## src/logic/itc_pkg.sv

```systemverilog
package itc_pkg;
   // the register's index; its byte address is four times that, data in byte lane 0
   localparam logic [11:0] ITC_ADDR_COMMON = 12'hd01;
   localparam logic [13:0] ITC_ADDR_BYTE = {ITC_ADDR_COMMON, 2'b00};
   localparam int ITC_LANE = 0;
   localparam logic [7:0] ITC_RESET_VAL = 8'h00;
   localparam int ITC_BIT_MODE = 7;
   localparam int ITC_BIT_SEL = 6;
   localparam int ITC_FLD_HI = 5;
   localparam int ITC_FLD_LO = 4;
   localparam int ITC_SUB_HI = 3;
   localparam int ITC_SUB_LO = 2;
   localparam int ITC_BIT_ONE = 1;
   localparam int ITC_BIT_ZERO = 0;
   localparam int ITC_IRQ_MASK_BIT = 2;
   localparam int ITC_SCLK_NS = 5;
   localparam int ITC_FILT_SHORT_CYC = 4;
   localparam int ITC_FILT_LONG_CYC = 8;
   localparam logic [1:0] ITC_RESP_OKAY = 2'h0;
   localparam logic [1:0] ITC_RESP_SLVERR = 2'h2;
   typedef enum logic [1:0]
   {
      ITC_LOG_AND = 2'h0,
      ITC_LOG_OR = 2'h1,
      ITC_LOG_NOR = 2'h2,
      ITC_LOG_NAND = 2'h3
   } itc_logic_t;
   typedef enum logic [1:0]
   {
      ITC_SUB_NORMAL = 2'h0,
      ITC_SUB_ALT = 2'h1,
      ITC_SUB_FORCE_LO = 2'h2,
      ITC_SUB_FORCE_HI = 2'h3
   } itc_sub_t;
   typedef enum logic [1:0]
   {
      ITC_EDGE_FALL = 2'h0,
      ITC_EDGE_RISE = 2'h1,
      ITC_EDGE_BOTH = 2'h2,
      ITC_EDGE_RSVD = 2'h3
   } itc_edge_t;
   typedef enum logic [1:0]
   {
      ITC_FILT_NONE = 2'h0,
      ITC_FILT_SHORT = 2'h1,
      ITC_FILT_LONG = 2'h2,
      ITC_FILT_RSVD = 2'h3
   } itc_filt_t;
endpackage

```

## src/logic/itc_filt_if.sv

```systemverilog
`timescale 1ns/1ps
interface itc_filt_if;
   logic raw;
   logic [1:0] sel;
   logic clean;
   modport ctl (output raw, output sel, input clean);
   modport flt (input raw, input sel, output clean);
endinterface

```

## src/logic/itc_glitch_filter.sv

```systemverilog
`timescale 1ns/1ps
module itc_glitch_filter
   import itc_pkg::*;
#(
   parameter int CNT_W = 4
)
(
   input wire logic clk_sys,
   input wire logic rst_n,
   itc_filt_if.flt f
);
   initial
   begin
      if ((1 << CNT_W) <= ITC_FILT_LONG_CYC)
         $error("itc_glitch_filter: counter too narrow");
   end
   logic clean_q, clean_d;
   logic [CNT_W-1:0] cnt_q, cnt_d;
   logic [CNT_W-1:0] lim;
   // a change passes only after it outlives the window, so pulses of the window width are dropped
   always_comb
   begin
      lim = CNT_W'(ITC_FILT_SHORT_CYC);
      if (f.sel == ITC_FILT_LONG)
         lim = CNT_W'(ITC_FILT_LONG_CYC);
      clean_d = clean_q;
      cnt_d = '0;
      if (f.sel == ITC_FILT_NONE || f.sel == ITC_FILT_RSVD)
         clean_d = f.raw;
      else if (f.raw != clean_q)
      begin
         if (cnt_q >= lim)
            clean_d = f.raw;
         else
            cnt_d = cnt_q + CNT_W'(1);
      end
   end
   always_ff @(posedge clk_sys)
   begin
      if (!rst_n)
      begin
         clean_q <= 1'b0;
         cnt_q <= '0;
      end
      else
      begin
         clean_q <= clean_d;
         cnt_q <= cnt_d;
      end
   end
   assign f.clean = clean_q;
endmodule

```

## src/logic/itc_common_functions.sv

```systemverilog
// Notes on behaviour
// top bit picks transmit (0) or demodulation (1) mode.
// software disables both timers before switching mode.
// transmit: bit 6 puts combined timer output on port3_pin6.
// demodulation: bit 6 picks port3_pin1 (0) or port2_pin0 (1) input.
// port3_pin1 input with mask bit 2 set also raises interrupt one.
// transmit: bits 5:4 combine outputs as AND, OR, NOR, NAND.
// bits 5:4 survive stop mode recovery.
// demodulation: bits 5:4 choose falling, rising or both edges.
// transmit: bits 3:2 normal, alternating, force low, force high.
// writing normal/alternating: sixteen-bit output is inverse of bit 0 until counting.
// demodulation: bits 3:2 none, 4-cycle or 8-cycle glitch filter.
// register read/write at d01, resets to zero.
// bits 1:0 initial levels; disabled timer drives the opposite level (code: sixteen-bit timer only while held after a normal/alternating write).
// demodulation: bit 1 rising flag, bit 0 falling; write 1 clears.
// input synchronised, passed after outlasting filter width.
`timescale 1ns/1ps
module itc_common_functions
   import itc_pkg::*;
(
   input wire logic clk_sys,
   input wire logic rst_n,
   input wire logic stop_recovery,
   input wire logic [13:0] s_axi_awaddr,
   input wire logic s_axi_awvalid,
   output logic s_axi_awready,
   input wire logic [31:0] s_axi_wdata,
   input wire logic [3:0] s_axi_wstrb,
   input wire logic s_axi_wvalid,
   output logic s_axi_wready,
   output logic [1:0] s_axi_bresp,
   output logic s_axi_bvalid,
   input wire logic s_axi_bready,
   input wire logic [13:0] s_axi_araddr,
   input wire logic s_axi_arvalid,
   output logic s_axi_arready,
   output logic [31:0] s_axi_rdata,
   output logic [1:0] s_axi_rresp,
   output logic s_axi_rvalid,
   input wire logic s_axi_rready,
   input wire logic eight_bit_timer_output,
   input wire logic sixteen_bit_timer_output,
   input wire logic eight_bit_timer_enabled,
   input wire logic sixteen_bit_timer_counting,
   input wire logic port3_pin6_port_data,
   input wire logic port3_pin1,
   input wire logic port2_pin0,
   input wire logic [7:0] interrupt_mask_register,
   output logic port3_pin6,
   output logic eight_bit_timer_level,
   output logic sixteen_bit_timer_level,
   output logic alternating_active,
   output logic demod_input,
   output logic external_interrupt_one,
   output logic demod_event
);
   logic [7:0] reg_q, reg_d;
   logic aw_q, aw_d, w_q, w_d, bv_q, bv_d, rv_q, rv_d;
   logic awrdy_q, wrdy_q, arrdy_q;
   logic [13:0] awa_q, awa_d;
   logic [31:0] wd_q, wd_d, rd_q, rd_d;
   logic [3:0] ws_q, ws_d;
   logic [1:0] br_q, br_d, rr_q, rr_d;
   logic p31_s1_q, p31_s2_q, p20_s1_q, p20_s2_q;
   logic clean_prev_q, clean_prev_d;
   logic eight_hold_q, sixteen_hold_q, eight_hold_d, sixteen_hold_d;
   logic p36_q, p36_d, t8l_q, t8l_d, t16l_q, t16l_d, alt_q, alt_d;
   logic din_q, din_d, irq_q, irq_d, ev_q, ev_d;
   logic wr_go, wr_hit;
   logic [7:0] wbyte;
   logic rise, fall, comb, t8_eff, t16_eff;

   itc_filt_if filt ();

   itc_glitch_filter #(.CNT_W(4)) u_filt
   (
      .clk_sys(clk_sys),
      .rst_n(rst_n),
      .f(filt)
   );

   // bus slave: address and data taken in either order, answer one cycle after both
   assign wr_go = aw_q && w_q && !bv_q;
   assign wr_hit = wr_go && awa_q == ITC_ADDR_BYTE && ws_q[ITC_LANE];
   assign wbyte = wd_q[ITC_LANE*8 +: 8];

   always_comb
   begin
      aw_d = aw_q;
      w_d = w_q;
      awa_d = awa_q;
      wd_d = wd_q;
      ws_d = ws_q;
      bv_d = bv_q;
      br_d = br_q;
      rv_d = rv_q;
      rd_d = rd_q;
      rr_d = rr_q;
      if (s_axi_awvalid && !aw_q)
      begin
         aw_d = 1'b1;
         awa_d = s_axi_awaddr;
      end
      if (s_axi_wvalid && !w_q)
      begin
         w_d = 1'b1;
         wd_d = s_axi_wdata;
         ws_d = s_axi_wstrb;
      end
      if (wr_go)
      begin
         bv_d = 1'b1;
         br_d = (awa_q == ITC_ADDR_BYTE) ? ITC_RESP_OKAY : ITC_RESP_SLVERR;
      end
      if (bv_q && s_axi_bready)
      begin
         bv_d = 1'b0;
         aw_d = 1'b0;
         w_d = 1'b0;
      end
      if (s_axi_arvalid && !rv_q)
      begin
         rv_d = 1'b1;
         rd_d = '0;
         rr_d = ITC_RESP_SLVERR;
         if (s_axi_araddr == ITC_ADDR_BYTE)
         begin
            rd_d[ITC_LANE*8 +: 8] = reg_q;
            rr_d = ITC_RESP_OKAY;
         end
      end
      else if (rv_q && s_axi_rready)
         rv_d = 1'b0;
   end

   // register: write, edge flags set by hardware win over a clear in the same cycle
   always_comb
   begin
      reg_d = reg_q;
      if (wr_hit)
      begin
         reg_d = wbyte;
         if (reg_q[ITC_BIT_MODE] && wbyte[ITC_BIT_MODE])
         begin
            reg_d[ITC_BIT_ONE] = reg_q[ITC_BIT_ONE] & ~wbyte[ITC_BIT_ONE];
            reg_d[ITC_BIT_ZERO] = reg_q[ITC_BIT_ZERO] & ~wbyte[ITC_BIT_ZERO];
         end
      end
      if (reg_q[ITC_BIT_MODE])
      begin
         if (rise)
            reg_d[ITC_BIT_ONE] = 1'b1;
         if (fall)
            reg_d[ITC_BIT_ZERO] = 1'b1;
      end
      // stop recovery resets all but the combining field
      if (stop_recovery)
      begin
         reg_d = ITC_RESET_VAL;
         reg_d[ITC_FLD_HI:ITC_FLD_LO] = reg_q[ITC_FLD_HI:ITC_FLD_LO];
      end
   end

   // demodulation path; only the second synchroniser stage is read
   assign filt.raw = reg_q[ITC_BIT_SEL] ? p20_s2_q : p31_s2_q;
   assign filt.sel = reg_q[ITC_SUB_HI:ITC_SUB_LO];
   always_comb
   begin
      rise = 1'b0;
      fall = 1'b0;
      clean_prev_d = filt.clean;
      unique case (itc_edge_t'(reg_q[ITC_FLD_HI:ITC_FLD_LO]))
         ITC_EDGE_FALL: fall = clean_prev_q && !filt.clean;
         ITC_EDGE_RISE: rise = !clean_prev_q && filt.clean;
         ITC_EDGE_BOTH:
         begin
            fall = clean_prev_q && !filt.clean;
            rise = !clean_prev_q && filt.clean;
         end
         ITC_EDGE_RSVD: ;
      endcase
   end

   // transmit path: levels and combining
   always_comb
   begin
      sixteen_hold_d = sixteen_hold_q;
      eight_hold_d = eight_bit_timer_enabled ? 1'b0 : 1'b1;
      alt_d = alt_q;
      if (wr_hit && !wbyte[ITC_BIT_MODE])
      begin
         unique case (itc_sub_t'(wbyte[ITC_SUB_HI:ITC_SUB_LO]))
            ITC_SUB_NORMAL:
            begin
               alt_d = 1'b0;
               sixteen_hold_d = 1'b1;
            end
            ITC_SUB_ALT:
            begin
               alt_d = 1'b1;
               sixteen_hold_d = 1'b1;
            end
            ITC_SUB_FORCE_LO, ITC_SUB_FORCE_HI:
            begin
               // forcing the output is a submode of its own, so alternation stops
               alt_d = 1'b0;
               sixteen_hold_d = 1'b0;
            end
         endcase
      end
      else if (sixteen_bit_timer_counting)
         sixteen_hold_d = 1'b0;
      if (reg_q[ITC_BIT_MODE] || stop_recovery)
         alt_d = 1'b0;
      // a disabled eight-bit timer, or a sixteen-bit timer held since a normal/alternating write, shows the opposite of its initial level
      t8_eff = eight_hold_q ? ~reg_q[ITC_BIT_ONE] : eight_bit_timer_output;
      t16_eff = sixteen_hold_q ? ~reg_q[ITC_BIT_ZERO] : sixteen_bit_timer_output;
      if (reg_q[ITC_SUB_HI:ITC_SUB_LO] == ITC_SUB_FORCE_LO)
         t16_eff = 1'b0;
      else if (reg_q[ITC_SUB_HI:ITC_SUB_LO] == ITC_SUB_FORCE_HI)
         t16_eff = 1'b1;
      unique case (itc_logic_t'(reg_q[ITC_FLD_HI:ITC_FLD_LO]))
         ITC_LOG_AND: comb = t8_eff & t16_eff;
         ITC_LOG_OR: comb = t8_eff | t16_eff;
         ITC_LOG_NOR: comb = ~(t8_eff | t16_eff);
         ITC_LOG_NAND: comb = ~(t8_eff & t16_eff);
      endcase
      p36_d = port3_pin6_port_data;
      if (!reg_q[ITC_BIT_MODE] && reg_q[ITC_BIT_SEL])
         p36_d = comb;
      t8l_d = t8_eff;
      t16l_d = t16_eff;
      din_d = filt.clean;
      // a port3_pin1 event also reaches interrupt one when unmasked
      irq_d = reg_q[ITC_BIT_MODE] && !reg_q[ITC_BIT_SEL]
         && interrupt_mask_register[ITC_IRQ_MASK_BIT] && (rise || fall);
      ev_d = reg_q[ITC_BIT_MODE] && (rise || fall);
   end

   always_ff @(posedge clk_sys)
   begin
      if (!rst_n)
      begin
         reg_q <= ITC_RESET_VAL;
         aw_q <= 1'b0;
         w_q <= 1'b0;
         awa_q <= '0;
         wd_q <= '0;
         ws_q <= '0;
         bv_q <= 1'b0;
         br_q <= ITC_RESP_OKAY;
         rv_q <= 1'b0;
         rd_q <= '0;
         rr_q <= ITC_RESP_OKAY;
         awrdy_q <= 1'b1;
         wrdy_q <= 1'b1;
         arrdy_q <= 1'b1;
         p31_s1_q <= 1'b0;
         p31_s2_q <= 1'b0;
         p20_s1_q <= 1'b0;
         p20_s2_q <= 1'b0;
         clean_prev_q <= 1'b0;
         eight_hold_q <= 1'b1;
         sixteen_hold_q <= 1'b1;
         alt_q <= 1'b0;
         p36_q <= 1'b0;
         t8l_q <= 1'b1;
         t16l_q <= 1'b1;
         din_q <= 1'b0;
         irq_q <= 1'b0;
         ev_q <= 1'b0;
      end
      else
      begin
         reg_q <= reg_d;
         aw_q <= aw_d;
         w_q <= w_d;
         awa_q <= awa_d;
         wd_q <= wd_d;
         ws_q <= ws_d;
         bv_q <= bv_d;
         br_q <= br_d;
         rv_q <= rv_d;
         rd_q <= rd_d;
         rr_q <= rr_d;
         awrdy_q <= !aw_d;
         wrdy_q <= !w_d;
         arrdy_q <= !rv_d;
         p31_s1_q <= port3_pin1;
         p31_s2_q <= p31_s1_q;
         p20_s1_q <= port2_pin0;
         p20_s2_q <= p20_s1_q;
         clean_prev_q <= clean_prev_d;
         eight_hold_q <= eight_hold_d;
         sixteen_hold_q <= sixteen_hold_d;
         alt_q <= alt_d;
         p36_q <= p36_d;
         t8l_q <= t8l_d;
         t16l_q <= t16l_d;
         din_q <= din_d;
         irq_q <= irq_d;
         ev_q <= ev_d;
      end
   end

   assign s_axi_awready = awrdy_q;
   assign s_axi_wready = wrdy_q;
   assign s_axi_bvalid = bv_q;
   assign s_axi_bresp = br_q;
   assign s_axi_arready = arrdy_q;
   assign s_axi_rvalid = rv_q;
   assign s_axi_rdata = rd_q;
   assign s_axi_rresp = rr_q;
   assign port3_pin6 = p36_q;
   assign eight_bit_timer_level = t8l_q;
   assign sixteen_bit_timer_level = t16l_q;
   assign alternating_active = alt_q;
   assign demod_input = din_q;
   assign external_interrupt_one = irq_q;
   assign demod_event = ev_q;
endmodule

```

## config.mk

```make
export PLATFORM = sky130hd
export DESIGN_NAME = itc_common_functions
export DESIGN_NICKNAME = d
export VERILOG_FILES = /design/src/logic/itc_pkg.sv /design/src/logic/itc_filt_if.sv /design/src/logic/itc_glitch_filter.sv /design/src/logic/itc_common_functions.sv
export SDC_FILE = /design/constraint.sdc
export NUM_CORES = 1
export LEC_CHECK = 0
export ABC_CLOCK_PERIOD_IN_PS = 3240
export BUFFER_PORTS_ARGS = -buffer_cell sky130_fd_sc_hd__buf_2
export CORE_ASPECT_RATIO = 0.8
export CORE_MARGIN = 8
export CORE_UTILIZATION = 30
export CTS_CLUSTER_DIAMETER = 200
export DETAILED_ROUTE_END_ITERATION = 8
export GPL_TIMING_DRIVEN = 0
export SYNTH_ARGS = -nofsm -noshare
export SYNTH_HDL_FRONTEND = slang
export SYNTH_SLANG_ARGS = --single-unit
```

## constraint.sdc

```tcl
create_clock -name clk_sys -period 3.24 [get_ports clk_sys]
set_input_delay 0.324 -clock clk_sys [delete_from_list [all_inputs] [get_ports clk_sys]]
set_output_delay 0.324 -clock clk_sys [all_outputs]
set_load 0.02 [all_outputs]
```

==> results.txt <==
Setup TNS after final layout -> 0 ns
Ant diodes -> 0
Internal power -> 1.68 mW
Max clock buf depth -> 2
RePlAce Congestion -> 0.759
Die area -> 12500 sq um
Startpoint Class -> flip-flop
Area grow syn2layout -> 34.8%
Post-Syn Area per Cell -> 8.56 sq um
Max-Cap Viols -> 0
Nets -> 527
Number of synthesized flops with an enable pin -> 0
Non-Filler Instances -> 551
Core Region -> 9000 sq um
I/O Buffers -> 74
Clock transition at path regs -> 0.05 ns
Required time worst endpoint -> 3.50 ns
Fin Hold WS -> 0.163 ns
Post-synthesis xor/xnor area fraction -> 0.00956
Fillers -> 897
Flop pwr share -> 0.402
Synth Cell Area -> 2750 sq um
Tcrit/Tclk final -> 0.585
Die Wd -> 123 microns
Clock power frac -> 0.512
Setup-failing EPs final -> 0
CTS Root Cell -> clkbuf_16
Layout cells sized above 1 -> 0.278
R2R Setup Slk -> 1.35 ns
Initial core utilization -> 0.305
CP max FO -> 4
Post-route DRC violation count -> 0
Vias in the first global route -> 2321
Mapped Cells -> 321
Total GRT Usage -> 0.113
DR WL/cell -> 12.6 microns
CTS Sinks -> 66
Ys async rst share -> 0
# IOs -> 135
Overall power -> 2.14 mW
Drt pass-1 iters -> 4
Main combinational cell family by area after synthesis -> simple AND/OR/NAND/NOR gates
Largest net degree at the start of global routing -> 12
First-pass GRT wire length -> 11000 microns
Final Hold Fails -> 0
Std cell rows -> 31
Sequential cell area fraction in the yosys report -> 0.481
Top-area cell type share of the netlist area -> 0.481
Top_reg_cell synth -> dfxtp_1
Compound-Gate Fraction of Synth Area -> 0.127
Slew Viols, Final -> 0
FF/Latch Area -> 1320 sq um
Initial antenna violation count -> 0
GRT overflow -> 0
LEAKAGE -> 1.66 nW
RSZ-0062 raised after global routing -> false
Post-CTS Setup Inserts -> 0
Proportion of synthesized area in mux cells -> 0.0150
CTS tree -> built
Leading area contributor after synthesis -> dfxtp_1
H-tree depth -> 3
Adder-Cell Fraction of Synth Area -> 0.0446
Total CTS buffers -> 9
Hold crit path type -> in -> reg
Post-Route WL -> 6920 microns
Worst-skew pair later-pin latency -> 0.32 ns
Yosys reg bits -> 66
Synth cell types -> 39
Data arrival, critical path -> 2.15 ns
Area of the multi-input gates -> 1220 sq um
Avg Vias per Cell -> 4.37
Simple-gate share of the synthesized area -> 0.213
Maximum vdd drop -> 0.253 mV
Hold Buf Count CTS -> 0
Clock Skews -> 0.00592 ns
Peak Freq -> 0.528 GHz
Switching share of power -> 0.214
Comb pwr share -> 0.086
PostCTS Resize Cnt -> 0
Outcome -> finished, final reports clean
Ys Warns -> 0
Placed cells -> 535
Pwr/cell area -> 577 nW/um^2
Die height -> 102 microns
Synth area leaders -> dfxtp_1 48%, nand2_1 8.5%, buf_4 7.1%, a21oi_1 6.0%, ha_1 4.1%
Slew margin rel. -> 0.577
NetSw -> 457 uW
DR vias -> 2409
DRC violation total after the first TritonRoute iteration -> 110
Post-route minimum period -> 1.89 ns
Critical path class -> reg -> reg
CP endpoint kind -> flip-flop
Post-DP HPWL -> 5480 microns
Post-route ant nets -> 0
Worst slew pin tran -> 0.629 ns
[critical path, cell delays in order (launching register included)]
cell and delay (ns):
dfxtp_1 0.41, inv_1 0.06, ha_1 0.19, inv_1 0.07
ha_1 0.22, nand2_1 0.06, nand2_1 0.05, a211oi_1 0.32
mux2_2 0.37, nor2_1 0.07
[layout make-up]
class	count	share of cell area
well taps	115	0.0388
repair buffers	74	0.0999
multi-input cells	226	0.330
flip-flops and latches	66	0.357
plain buffers	38	0.0648
clock buffers	13	0.0756
inverters	16	0.0162
clock inverters	3	0.0186
[cell families (layout without fill, tap and decap cells)]
logic type | count (synthesis) | count (layout)
AO/OA/AOI/OAI | 61 | 61
other | 1 | 26
AND/OR/NAND/NOR | 122 | 122
buffers and inverters | 54 | 144
multiplexers | 4 | 4
XOR/XNOR | 3 | 3
flip-flops | 66 | 66
adder cells (fa/ha/maj) | 10 | 10
[cells in the final DEF (no fill, tap or decap), types with 6 or more instances in the layout]
cell type  instances
nand2b_1           6
o21ai_0           11
nor2_1            23
inv_1             16
conb_1            26
nand2_1           62
buf_4             26
clkbuf_16          9
dfxtp_1           66
a22oi_1            8
nor2b_1            7
buf_2             74
a21oi_1           33
ha_1               9
clkbuf_1          10
[stage by stage]
step	instance area, sq um	worst slack (ns)	util
floorplan	2840	1.54	-
global placement	3360	1.37	0.373
detailed placement	3360	1.35	0.373
CTS	3710	1.34	0.412
global route	3710	1.12	0.412
finish	3710	1.35	0.412
[path summary, 6_finish.rpt]
check	cells after the start	end	startpoint
setup / recovery	9	u_filt.f.clean	reg_q[2]
setup reg to reg	9	u_filt.f.clean	reg_q[2]
hold / removal	2	eight_hold_q	eight_bit_timer_enabled
hold reg to reg	1	p31_s2_q	p31_s1_q
[synthesized netlist by cell type (all sizes together) (2+ instances only)]
master and count:
o21ai 11, mux2i 3, and3b 2, clkbuf 10
buf 28, nand3 2, a211oi 2, nor2b 7
a21oi 33, nand2b 6, and4bb 2, inv 16
nand2 62, a31oi 4, dfxtp 66, ha 9
a22oi 8, nor4 4, nand3b 2, xnor2 2
nor2 23, and2 4
[flip-flops by register name, summed over array words and instances, names as in the netlist, 4 cells and up]
register	cells
awa_q	14
s_axi_rdata	8
u_filt.cnt_q	4
reg_q	8
wd_q	8
[power groups by stage]
stage / clock [mW] / combinational (mW) / sequential [mW]
after detailed placement: 0 / 0.183 / 0.877
after CTS: 1.12 / 0.184 / 0.860
after global routing: 1.15 / 0.203 / 0.863
after floorplan: 0 / 0.113 / 0.883
final: 1.09 / 0.183 / 0.860
after global placement: 0 / 0.180 / 0.876
[per-layer routing]
metal / vias up / wire length, microns / global-route usage
li1: 1244 / - / -
met1: 1081 / 3080 / 0.131
met2: 75 / 3000 / 0.177
met3: 9 / 741 / 0.0490
met4: 0 / 92 / 0.0499
met5: - / 0 / 0
(Power assumes the default switching activity.)
